`src/gcf_pkg.sv`:
```
// Package for the gate command and fault controller
package gcf_pkg;
  localparam int unsigned CLK_HZ         = 50_000_000;
  localparam int unsigned DEAD_NS        = 2000;
  localparam int unsigned MIN_PULSE_NS   = 1500;
  localparam int unsigned SD_PULSE_NS    = 3000;
  localparam int unsigned PWM_MIN_KHZ    = 5;
  localparam int unsigned PWM_MAX_KHZ    = 20;
  localparam int unsigned RESTART_S      = 2;
  localparam int unsigned DEAD_CYC       = (DEAD_NS * (CLK_HZ / 1_000_000) + 999) / 1000;
  localparam int unsigned MIN_PULSE_CYC  = (MIN_PULSE_NS * (CLK_HZ / 1_000_000) + 999) / 1000;
  localparam int unsigned SD_PULSE_CYC   = (SD_PULSE_NS * (CLK_HZ / 1_000_000) + 999) / 1000;
  localparam int unsigned PERIOD_MIN_CYC = CLK_HZ / (PWM_MAX_KHZ * 1000);
  localparam int unsigned PERIOD_MAX_CYC = CLK_HZ / (PWM_MIN_KHZ * 1000);
  localparam int unsigned RESTART_CYC    = RESTART_S * CLK_HZ;
  localparam int unsigned CNT_W          = 32;
  localparam int unsigned DUTY_W         = 16;

  // Per-phase gate commands toward the module
  typedef struct packed {
    logic [2:0] high_side_cmd_in;
    logic [2:0] low_side_cmd_in;
  } gcf_cmd_t;

  typedef enum logic [1:0] {
    ST_IDLE  = 2'b00,
    ST_RUN   = 2'b01,
    ST_FAULT = 2'b10,
    ST_WAIT  = 2'b11
  } gcf_state_t;
endpackage

```
`src/gcf_ctrl.sv`:
```
// Controller driving three-phase gate commands and the shared fault line
`timescale 1ns/1ns
module gcf_ctrl #(
  parameter int unsigned RESTART_CYC = gcf_pkg::RESTART_CYC,
  parameter int unsigned SD_CYC      = gcf_pkg::SD_PULSE_CYC,
  parameter int unsigned DUTY_W      = gcf_pkg::DUTY_W
) (
  input  wire logic                 clk_i,
  input  wire logic                 rst_n_i,
  input  wire logic                 run_i,
  input  wire logic                 shutdown_req_i,
  input  wire logic                 over_temp_i,
  input  wire logic [DUTY_W-1:0]    period_i,
  input  wire logic [DUTY_W-1:0]    duty_u_i,
  input  wire logic [DUTY_W-1:0]    duty_v_i,
  input  wire logic [DUTY_W-1:0]    duty_w_i,
  input  wire logic                 fault_line_i,
  output logic                      fault_line_o,
  output logic                      fault_line_oe_o,
  output gcf_pkg::gcf_cmd_t         cmd_o,
  output logic                      running_o,
  output logic                      fault_seen_o
);
  gcf_pkg::gcf_state_t state_q, state_d;
  logic                fl_s1_q, fl_s2_q;
  logic [31:0]         wait_q;
  logic [DUTY_W-1:0]   carrier_q, period_eff;
  logic [15:0]         sd_cnt_q;
  logic                sd_drive_q, fault_seen_q;
  logic                sd_d1_q, sd_d2_q;   // Delayed copies of our own line drive
  logic                line_low, en, sd_can_change;
  logic [2:0]          want_hi, hi_w, lo_w;
  gcf_pkg::gcf_cmd_t   cmd_q;

  // Fault line passes two flip-flops before use
  always_ff @(posedge clk_i or negedge rst_n_i) begin
    if (!rst_n_i) begin
      fl_s1_q <= 1'b1;
      fl_s2_q <= 1'b1;
    end else begin
      fl_s1_q <= fault_line_i;
      fl_s2_q <= fl_s1_q;
    end
  end
  // Own drive delayed to match the synchroniser, so the line rising
  // after our own shutdown pulse is not taken for a device fault
  always_ff @(posedge clk_i or negedge rst_n_i) begin
    if (!rst_n_i) begin
      sd_d1_q <= 1'b0;
      sd_d2_q <= 1'b0;
    end else begin
      sd_d1_q <= sd_drive_q;
      sd_d2_q <= sd_d1_q;
    end
  end

  // Low while we are not pulling it ourselves is a device fault
  assign line_low = !fl_s2_q && !sd_drive_q && !sd_d1_q && !sd_d2_q;

  // Clamp carrier period into the 5 to 20 kHz band
  assign period_eff = (period_i < DUTY_W'(gcf_pkg::PERIOD_MIN_CYC)) ?
                      DUTY_W'(gcf_pkg::PERIOD_MIN_CYC) :
                      (period_i > DUTY_W'(gcf_pkg::PERIOD_MAX_CYC)) ?
                      DUTY_W'(gcf_pkg::PERIOD_MAX_CYC) : period_i;

  // Carrier counter
  always_ff @(posedge clk_i or negedge rst_n_i) begin
    if (!rst_n_i) carrier_q <= '0;
    else if (carrier_q >= period_eff - DUTY_W'(1)) carrier_q <= '0;
    else carrier_q <= carrier_q + DUTY_W'(1);
  end

  assign want_hi = {carrier_q < duty_w_i, carrier_q < duty_v_i, carrier_q < duty_u_i};

  // Operating state machine
  always_comb begin
    state_d = state_q;
    case (state_q)
      gcf_pkg::ST_IDLE:  if (run_i && !over_temp_i && fl_s2_q) state_d = gcf_pkg::ST_RUN;
      gcf_pkg::ST_RUN: begin
        if (line_low) state_d = gcf_pkg::ST_FAULT;
        else if (!run_i || over_temp_i) state_d = gcf_pkg::ST_IDLE;
      end
      gcf_pkg::ST_FAULT: state_d = gcf_pkg::ST_WAIT;
      gcf_pkg::ST_WAIT:  if (wait_q >= RESTART_CYC - 1 && fl_s2_q) state_d = gcf_pkg::ST_IDLE;
      default:           state_d = gcf_pkg::ST_IDLE;
    endcase
  end

  // State and restart delay counter
  always_ff @(posedge clk_i or negedge rst_n_i) begin
    if (!rst_n_i) begin
      state_q <= gcf_pkg::ST_IDLE;
      wait_q  <= 32'h0000_0000;
    end else begin
      state_q <= state_d;
      wait_q  <= (state_q == gcf_pkg::ST_WAIT) ? wait_q + 32'h0000_0001 : 32'h0000_0000;
    end
  end

  // Enable drops the same cycle a fault is seen
  assign en = (state_q == gcf_pkg::ST_RUN) && !line_low && !over_temp_i;

  // Controller-driven shutdown with 3 us minimum low and high
  assign sd_can_change = sd_cnt_q >= 16'(SD_CYC);
  always_ff @(posedge clk_i or negedge rst_n_i) begin
    if (!rst_n_i) begin
      sd_drive_q <= 1'b0;
      sd_cnt_q   <= 16'h0000;
    end else if (sd_can_change && (shutdown_req_i != sd_drive_q)) begin
      sd_drive_q <= shutdown_req_i;
      sd_cnt_q   <= 16'h0000;
    end else if (sd_cnt_q != 16'hffff) begin
      sd_cnt_q   <= sd_cnt_q + 16'h0001;
    end
  end

  // Sticky fault indication until the restart wait ends
  always_ff @(posedge clk_i or negedge rst_n_i) begin
    if (!rst_n_i) fault_seen_q <= 1'b0;
    else if (state_q == gcf_pkg::ST_FAULT) fault_seen_q <= 1'b1;
    else if (state_q == gcf_pkg::ST_IDLE) fault_seen_q <= 1'b0;
  end

  // Three independent phase generators
  for (genvar p = 0; p < 3; p++) begin : g_ph
    gcf_phase u_phase (
      .clk_i       (clk_i),
      .rst_n_i     (rst_n_i),
      .en_i        (en),
      .want_high_i (want_hi[p]),
      .hi_o        (hi_w[p]),
      .lo_o        (lo_w[p])
    );
  end

  // Registered commands, always a definite level
  always_ff @(posedge clk_i or negedge rst_n_i) begin
    if (!rst_n_i) cmd_q <= '0;
    else begin
      cmd_q.high_side_cmd_in <= hi_w & {3{en}};
      cmd_q.low_side_cmd_in  <= lo_w & {3{en}};
    end
  end

  assign cmd_o           = cmd_q;
  assign fault_line_o    = 1'b0;
  assign fault_line_oe_o = sd_drive_q;
  assign running_o       = (state_q == gcf_pkg::ST_RUN);
  assign fault_seen_o    = fault_seen_q;

  a_fault_cmds_low: assert property (@(posedge clk_i) disable iff (!rst_n_i)
    line_low |-> ##2 (cmd_o == '0)) else $error("commands not low after fault");
  a_fault_stops: assert property (@(posedge clk_i) disable iff (!rst_n_i)
    (state_q == gcf_pkg::ST_RUN) && line_low |=> state_q == gcf_pkg::ST_FAULT)
    else $error("fault did not stop run");
  a_sd_low_width: assert property (@(posedge clk_i) disable iff (!rst_n_i)
    $rose(sd_drive_q) |-> sd_drive_q [*8]) else $error("shutdown pulse short");
  a_sd_high_width: assert property (@(posedge clk_i) disable iff (!rst_n_i)
    $fell(sd_drive_q) |-> !sd_drive_q [*8]) else $error("shutdown gap short");
  a_restart_wait: assert property (@(posedge clk_i) disable iff (!rst_n_i)
    (state_q == gcf_pkg::ST_WAIT) && (wait_q < 32'(RESTART_CYC - 1))
    |=> state_q != gcf_pkg::ST_IDLE)
    else $error("restart too early");
  // Wait is not left while the device still holds the line low
  a_wait_line: assert property (@(posedge clk_i) disable iff (!rst_n_i)
    (state_q == gcf_pkg::ST_WAIT) && !fl_s2_q |=> state_q != gcf_pkg::ST_IDLE)
    else $error("left wait with line low");
  // A foreign low level while running always leads to the fault state
  a_sync_fault: assert property (@(posedge clk_i) disable iff (!rst_n_i)
    (state_q == gcf_pkg::ST_RUN) && !fl_s2_q && !sd_drive_q && !sd_d1_q && !sd_d2_q
    |=> state_q == gcf_pkg::ST_FAULT)
    else $error("line low not seen as fault");
  // The fault flag follows the fault state
  a_fault_flag: assert property (@(posedge clk_i) disable iff (!rst_n_i)
    state_q == gcf_pkg::ST_FAULT |=> fault_seen_q)
    else $error("fault flag not set");
  a_hot_stop: assert property (@(posedge clk_i) disable iff (!rst_n_i)
    over_temp_i |-> ##2 (cmd_o == '0)) else $error("no stop when hot");
  a_no_cross: assert property (@(posedge clk_i) disable iff (!rst_n_i)
    (cmd_o.high_side_cmd_in & cmd_o.low_side_cmd_in) == 3'b000)
    else $error("phase shoot through");
  a_carrier_range: assert property (@(posedge clk_i) disable iff (!rst_n_i)
    carrier_q < DUTY_W'(gcf_pkg::PERIOD_MAX_CYC)) else $error("carrier out of band");

  c_run:      cover property (@(posedge clk_i) state_q == gcf_pkg::ST_RUN ##1 cmd_o != '0);
  c_fault:    cover property (@(posedge clk_i) state_q == gcf_pkg::ST_FAULT);
  c_shutdown: cover property (@(posedge clk_i) $rose(sd_drive_q));
  c_restart:  cover property (@(posedge clk_i)
    state_q == gcf_pkg::ST_WAIT ##1 state_q == gcf_pkg::ST_IDLE);
endmodule // gcf_ctrl

```
`src/gcf_phase.sv`:
```
// One phase of complementary PWM with dead time and minimum pulse width
`timescale 1ns/1ns
module gcf_phase #(
  parameter int unsigned DEAD_CYC  = gcf_pkg::DEAD_CYC,
  parameter int unsigned MIN_CYC   = gcf_pkg::MIN_PULSE_CYC
) (
  input  wire logic                      clk_i,
  input  wire logic                      rst_n_i,
  input  wire logic                      en_i,
  input  wire logic                      want_high_i,
  output logic                           hi_o,
  output logic                           lo_o
);
  logic        hi_q, lo_q;
  logic [15:0] age_q;        // Cycles since last output change
  logic        dead_ok, min_ok, go_hi, go_lo, go_off;

  assign dead_ok = age_q >= 16'(DEAD_CYC);
  assign min_ok  = age_q >= 16'(MIN_CYC);
  // Off is immediate when disabled; switching on waits for dead time
  assign go_off  = !en_i && (hi_q || lo_q);
  assign go_hi   = en_i && want_high_i && !hi_q && !lo_q && dead_ok;
  assign go_lo   = en_i && !want_high_i && !lo_q && !hi_q && dead_ok;

  // Output state and pulse age counter
  always_ff @(posedge clk_i or negedge rst_n_i) begin
    if (!rst_n_i) begin
      hi_q  <= 1'b0;
      lo_q  <= 1'b0;
      age_q <= 16'h0000;
    end else if (go_off) begin
      hi_q  <= 1'b0;
      lo_q  <= 1'b0;
      age_q <= 16'h0000;
    end else if (en_i && min_ok && ((hi_q && !want_high_i) || (lo_q && want_high_i))) begin
      hi_q  <= 1'b0;
      lo_q  <= 1'b0;
      age_q <= 16'h0000;
    end else if (go_hi || go_lo) begin
      hi_q  <= go_hi;
      lo_q  <= go_lo;
      age_q <= 16'h0000;
    end else if (age_q != 16'hffff) begin
      age_q <= age_q + 16'h0001;
    end
  end

  assign hi_o = hi_q;
  assign lo_o = lo_q;

  a_no_overlap: assert property (@(posedge clk_i) disable iff (!rst_n_i)
    !(hi_q && lo_q)) else $error("high and low on together");
  a_dead_gap: assert property (@(posedge clk_i) disable iff (!rst_n_i)
    $fell(hi_q) |-> !lo_q [*8]) else $error("dead time too short");
  // A high pulse may only end early when the phase is disabled
  a_min_high: assert property (@(posedge clk_i) disable iff (!rst_n_i)
    $fell(hi_q) && $past(en_i) |-> $past(age_q) >= 16'(MIN_CYC)) else $error("short pulse");
endmodule // gcf_phase

```
`config.mk`:
```
export PLATFORM = sky130hd
export DESIGN_NAME = gcf_ctrl
export DESIGN_NICKNAME = d
export VERILOG_FILES = /design/src/gcf_pkg.sv /design/src/gcf_ctrl.sv /design/src/gcf_phase.sv
export SDC_FILE = /design/constraint.sdc
export NUM_CORES = 1
export LEC_CHECK = 0
export BUFFER_PORTS_ARGS = -buffer_cell sky130_fd_sc_hd__buf_2
export CAP_MARGIN = 15
export CORE_MARGIN = 10
export CORE_UTILIZATION = 30
export CTS_BUF_LIST = sky130_fd_sc_hd__clkbuf_2 sky130_fd_sc_hd__clkbuf_4 sky130_fd_sc_hd__clkbuf_8
export DETAILED_ROUTE_END_ITERATION = 16
export SLEW_MARGIN = 30
export SYNTH_ARGS = -nofsm -noshare
export SYNTH_HDL_FRONTEND = slang
export SYNTH_HIERARCHICAL = 1
export SYNTH_SLANG_ARGS = --single-unit
```
`constraint.sdc`:
```
create_clock -name clk_i -period 5.64 [get_ports clk_i]
set_input_delay 0.282 -clock clk_i [delete_from_list [all_inputs] [get_ports clk_i]]
set_output_delay 0.282 -clock clk_i [all_outputs]
set_load 0.005 [all_outputs]
```
Word level (Yosys, flattened, before mapping)

Index checks and enable logic that the tools add are counted.

Bits in registers: 132
Input bits: 70
Output and inout port bits: 10
Logic and storage cells: 183

$add $sub $neg: 7
$lt $le $gt $ge: 14
Eq/ne operators: 11
Multiplexer cells: 43
Bitwise logic cells: 2
Reductions and logical operators: 85

Operator list:

| operator                                                                              | number |
|---|---|
| 16-bit two-way mux                                                                    | 17 |
| 16-bit by 7-bit greater-or-equal comparator with 1-bit output, second input constant  | 6 |
| 16-bit by 1-bit adder with 16-bit output, second input constant                       | 5 |
| 16-bit inequality test, second input constant                                         | 4 |
| 1-bit logical AND                                                                     | 48 |
| 16-bit < comparator                                                                   | 3 |
| 32-bit by 1-bit adder with 32-bit output, second input constant                       | 1 |
| 32-bit by 27-bit greater-or-equal comparator with 1-bit output, second input constant | 1 |
| 32-bit two-way mux                                                                    | 1 |
| 1-bit two-way mux                                                                     | 20 |
| 1-bit zero test                                                                       | 17 |
| 16-bit greater-or-equal comparator                                                    | 1 |
| 16-bit by 8-bit greater-or-equal comparator with 1-bit output, second input constant  | 1 |
| 16-bit by 14-bit > comparator with 1-bit output, second input constant                | 1 |
| 16-bit by 12-bit < comparator with 1-bit output, second input constant                | 1 |
| 16-bit by 1-bit subtractor with 16-bit output, second input constant                  | 1 |
| 4-bit nonzero test                                                                    | 3 |
| 1-bit logical OR                                                                      | 10 |
| 3-bit nonzero test                                                                    | 3 |
| 2-bit two-way mux                                                                     | 4 |
| 2-bit case mux with 4 select lines                                                    | 1 |
| 3-bit bitwise AND                                                                     | 2 |
| 2-bit equality test, second input constant                                            | 2 |
| 2-bit inequality test, second input constant                                          | 2 |
| other kinds (6)                                                                       | 7 |

Depth between registers and ports, before layout

Depth after elaboration: 15
Depth in mapped cells: 19
Gate-level depth less buffers: 17

Modules after synthesis

Netlist, hierarchy kept.

By module, submodules not included:

| module    | instances | cells an instance | area each (µm²) | sequential area each (µm²) |
|---|---|---|---|---|
| gcf_ctrl  | 1         | 628               | 5617.9          | 1954.4 |
| gcf_phase | 3         | 128               | 1151.1          | 450.4 |

Least setup slack after synthesis

OpenSTA, ideal clock, no wires.

Path type: input -> register
From: in period_i[4]
To: reg carrier_q[10]
Setup time: 137 ps
Arrival time: 3567 ps
Data required time: 5503 ps
Slack: 1936 ps
Stages on the path: 18
Path buffers: 3
Cell sequence: clkbuf_1 -> nor4_1 -> o2111ai_1 -> clkbuf_1 -> nand3_1 -> ha_1 -> nor3b_1 -> nand4_1 -> nor3_1 -> xor2_1 -> o21ai_1 -> ha_1 -> nand2_1 -> o21ai_1 -> a41oi_1 -> o21bai_1 -> clkbuf_1 -> a21oi_1

Word-level cells in the longest chain between the ends: 6
Elaborated cells between the ends (all ways): 7
Classes of those cells: add/sub (1); order compare (3); mux (3)

RTL lines:

| element                                         | line           | RTL |
|---|---|---|
| from (decl)                                     | gcf_ctrl.sv:13 | `input wire logic [DUTY_W-1:0] period_i,` |
| 16-bit by 14-bit > comparator with 1-bit output | gcf_ctrl.sv:63 | `(period_i > DUTY_W'(gcf_pkg::PERIOD_MAX_CYC)) ?` |
| 16-bit two-way mux                              | gcf_ctrl.sv:63 |  |
| 16-bit two-way mux *                            | gcf_ctrl.sv:61 | `assign period_eff = (period_i < DUTY_W'(gcf_pkg::PERIOD_MIN_CYC)) ?` |
| 16-bit by 1-bit subtractor with 16-bit output * | gcf_ctrl.sv:69 | `else if (carrier_q >= period_eff - DUTY_W'(1)) carrier_q <= '0;` |
| 16-bit greater-or-equal comparator *            | gcf_ctrl.sv:69 |  |
| 16-bit two-way mux *                            | gcf_ctrl.sv:69 |  |
| to (signal assigned)                            | gcf_ctrl.sv:70 | `else carrier_q <= carrier_q + DUTY_W'(1);` |
| to (decl)                                       | gcf_ctrl.sv:27 | `logic [DUTY_W-1:0] carrier_q, period_eff;` |

Every way passes the cells marked *; elsewhere a longest branch is shown, timed or not.
A chain may end at the register's enable or synchronous reset.

Worst setup path after layout

From: in period_i[8]
To: reg carrier_q[1]

The elaborated chain is that of the path after synthesis.

==> results.md <==
* Core area at just under 0.03 mm2
* Mapped Area at between 0.009 and 0.01 mm2
* Worst reg-to-reg setup slack at between 2 and 3 ns
* Kind of critical path: input pin to flip-flop
* Wire length per cell at roughly 15 um
* I/O pin count at 80
* CTS tree: done
* Fillers at 3045
* Seq/Total Area, Yosys at 36.44%
* Post-Syn Instances at 1012
* Post-cts sizing count at 0
* Gpl congestion at between 0.8 and 0.9
* Peak VDD IR at 0.1379 mV
* Final Max Slew Viols at 0
* Clk pin slew, worst setup/hold paths at 0.08 ns
* Cts bufs inserted at 17
* Commonest non-fill, non-tap cells in the layout: dfrtp_1, nor2_1, buf_2, inv_1, ha_1
* Final setup fails at 0
* Starting Density at 30.53%
* Worst endpoint required time at 6.01 ns
* Minimum clock period at 3.850 ns
* Static Leak at 4.468 nW
* Period utilisation layout at 68.26%
* Sum Neg Setup Slack at 0 ns
* DR vias at 7814
* Initial DRC count at 361
* DIE HEIGHT at 193.9 um
* Clock tree buffer depth at 2
* Grt ovf at 0
* Post-synth ARST share at 100.0%
* Antenna cells at 0
* Crit-path max FO at 16
* Slew @ Worst Pin at about 0.86 ns
* Worst-Skew Late Latency at ~0.46 ns
* Max Freq at 0.2597 GHz
* Gr usage total at a little under an eighth
* Chip width at 193.9 um
* Max_slew headroom at roughly two fifths
* EDFF count, synth at 0
* Drt pass-1 iters at 5
* Yosys cell types at 73
* DIE AREA at about 0.038 mm2
* CP startpoint kind: input pin
* DRT Wirelength at 21670 um
* Port Buffers at 78
* Critical Path End Type: flip-flop
* Register bit total from synthesis at between 100 and 150
* FP Rows at 63
* Worst Hold Class: input pin to flip-flop
* Initial antenna violation count at 0
* Clk sinks at 132
* Nets@finish at around 1200
* Area Overhead vs Synth at 12.37%
* Clock Skews at 0.01505 ns
* Status: complete, no violations
* Via-to-Cell Ratio at 5.251
* Syn avg cell area at 8.964 um2
* Clock Tree Root: clkbuf_8
* CTS Hold Bufs at 2
* Post-CTS Setup Bufs at 0
* Final hold viol count at 0
* Post-route ant nets at 0
* Synthesis Warnings at 6
* Cell Pwr Density at 329.7 mW/mm2
* Synth Flop Type: dfrtp_1
* HPWL after detailed placement at 15860 um
* Number of global-route vias before repair at 7559
* Arr. time, crit path at between 4 and 5 ns
* Layout cells sized above 1 at 14.57%
* Largest net degree at the start of global routing at 73
* Tot Pwr at 3.361 mW
* Most common cell after layout, fill and taps aside: dfrtp_1
* First-pass GRT wire length at approximately 37000 um
* Placed cells at 1454
* RSZ-0062 raised after global routing: no
* Max-cap viol count at 0
* Utilization after layout at 34.30%
* DRC viols at 0
* Non-Filler Instances at 1488
* H-tree depth at 4
==> power by group <==
group	internal, mW	switching [mW]
clock	0.427	0.390
combinational	0.454	0.642
sequential	1.14	0.309
==> state kept, by name, indices dropped and copies added (netlist names), named ones only <==
register            cells
g_ph.u_phase/hi_o       3
sd_cnt_q               16
fl_s2_q                 1
sd_d1_q                 1
cmd_o                   6
fault_line_oe_o         1
g_ph.u_phase/age_q     48
sd_d2_q                 1
state_q                 1
g_ph.u_phase/lo_o       3
fl_s1_q                 1
fault_seen_o            1
wait_q                 32
carrier_q              16
==> layer usage <==
layer  up-vias  GRT usage, %  part of all wire, %
li1       3898             -                    -
met1      3742         15.09                   48
met2       152         18.59                   47
met3        22         2.248                  3.9
met4         0         3.492                  1.4
met5         -             0                    0
==> final timing paths <==
check	from	end	cells past startpoint
worst max-delay path	period_i[8]	carrier_q[1]$_DFF_PN0_	18
worst min-delay path	shutdown_req_i	fault_line_oe_o$_DFFE_PN0P_	2
worst max register to register	carrier_q[9]$_DFF_PN0_	g_ph[2].u_phase/age_q[4]$_DFFE_PN0P_	10
worst min register to register	fl_s1_q$_DFF_PN1_	fl_s2_q$_DFF_PN1_	0
max in group asynchronous	rst_n_i	g_ph[2].u_phase/age_q[5]$_DFFE_PN0P_	3
min in group asynchronous	rst_n_i	wait_q[30]$_DFF_PN0_	2
==> cell families after synthesis <==
group | after synthesis | share of synthesized area [%]
other cells | 2 | 0.08279
mux | 3 | 0.3586
simple gates | 409 | 24.69
buf+inv | 109 | 5.834
xor+xnor | 59 | 5.696
fa+ha+maj | 72 | 9.931
compound gates | 226 | 16.97
flops | 132 | 36.44
==> cells in the mapped netlist (4+ instances only) <==
cell type	number	area share [%]
buf_6	10	1.2
a41oi_1	4	0.39
buf_2	6	0.33
or3_1	6	0.41
or2_2	4	0.28
nor3_1	21	1.2
xnor2_1	30	2.9
a2111oi_1	6	0.66
a21o_1	13	1.1
o31ai_1	16	1.3
nor2_1	96	4.0
and3_1	17	1.2
clkbuf_1	12	0.50
or2_0	6	0.41
nand4_2	6	0.83
and2_1	12	0.83
and4_1	6	0.58
inv_1	76	3.1
nand3_1	39	2.2
dfrtp_1	130	36
o2111a_1	4	0.50
a31oi_1	18	1.2
ha_1	72	9.9
o21a_1	4	0.33
a211oi_1	24	2.0
a2111oi_0	5	0.48
nor2b_1	8	0.55
nor4_1	47	3.2
nor3_2	4	0.44
o211ai_1	8	0.66
nand2_1	63	2.6
nand4_1	36	2.5
o21ai_1	7	0.39
xor2_1	29	2.8
nand2b_1	5	0.34
o21ai_0	32	1.8
a211oi_2	6	0.83
a21oi_1	56	3.1
or4_1	12	0.99
==> area by class of cell <==
| type | instances | area (um2) | area share (%) |
|---|---|---|---|
| sequential | 132 | 3306 | 32.43 |
| clock inverter | 11 | 128.9 | 1.264 |
| tap | 390 | 488.0 | 4.787 |
| inverter | 77 | 289.0 | 2.835 |
| multi-input combinational | 772 | 5251 | 51.52 |
| clock buffer | 21 | 276.5 | 2.713 |
| timing repair buffer | 85 | 454.2 | 4.456 |
==> worst max-delay path, cell delays in order <==
cell and delay [ns]:
buf_2 0.14, nand4_1 0.12, nor4b_2 0.35, a21o_1 0.23, nand2_1 0.16, nand3_1 0.16, ha_1 0.23, nor3b_1 0.37
nand4_1 0.23, nand4bb_1 0.26, xnor2_1 0.16, nand2_1 0.08, ha_1 0.19, a21oi_1 0.12, o21ai_1 0.09, a2111oi_0 0.48
o21ai_2 0.32, a21boi_0 0.23
==> per-stage QoR <==
stage | area [um2] | setup WS [ns] | hold WS, ns
4_1_cts | 10190 | 1.719 | 0.06524
5_1_grt | 10190 | 1.289 | 0.06771
6_report | 10190 | 1.790 | 0.08874
3_3_place_gp | 9762 | 1.349 | 0.3419
2_1_floorplan | 9075 | 1.936 | -0.01359
3_5_place_dp | 9764 | 1.272 | 0.3429
(Power assumes the default switching activity.)
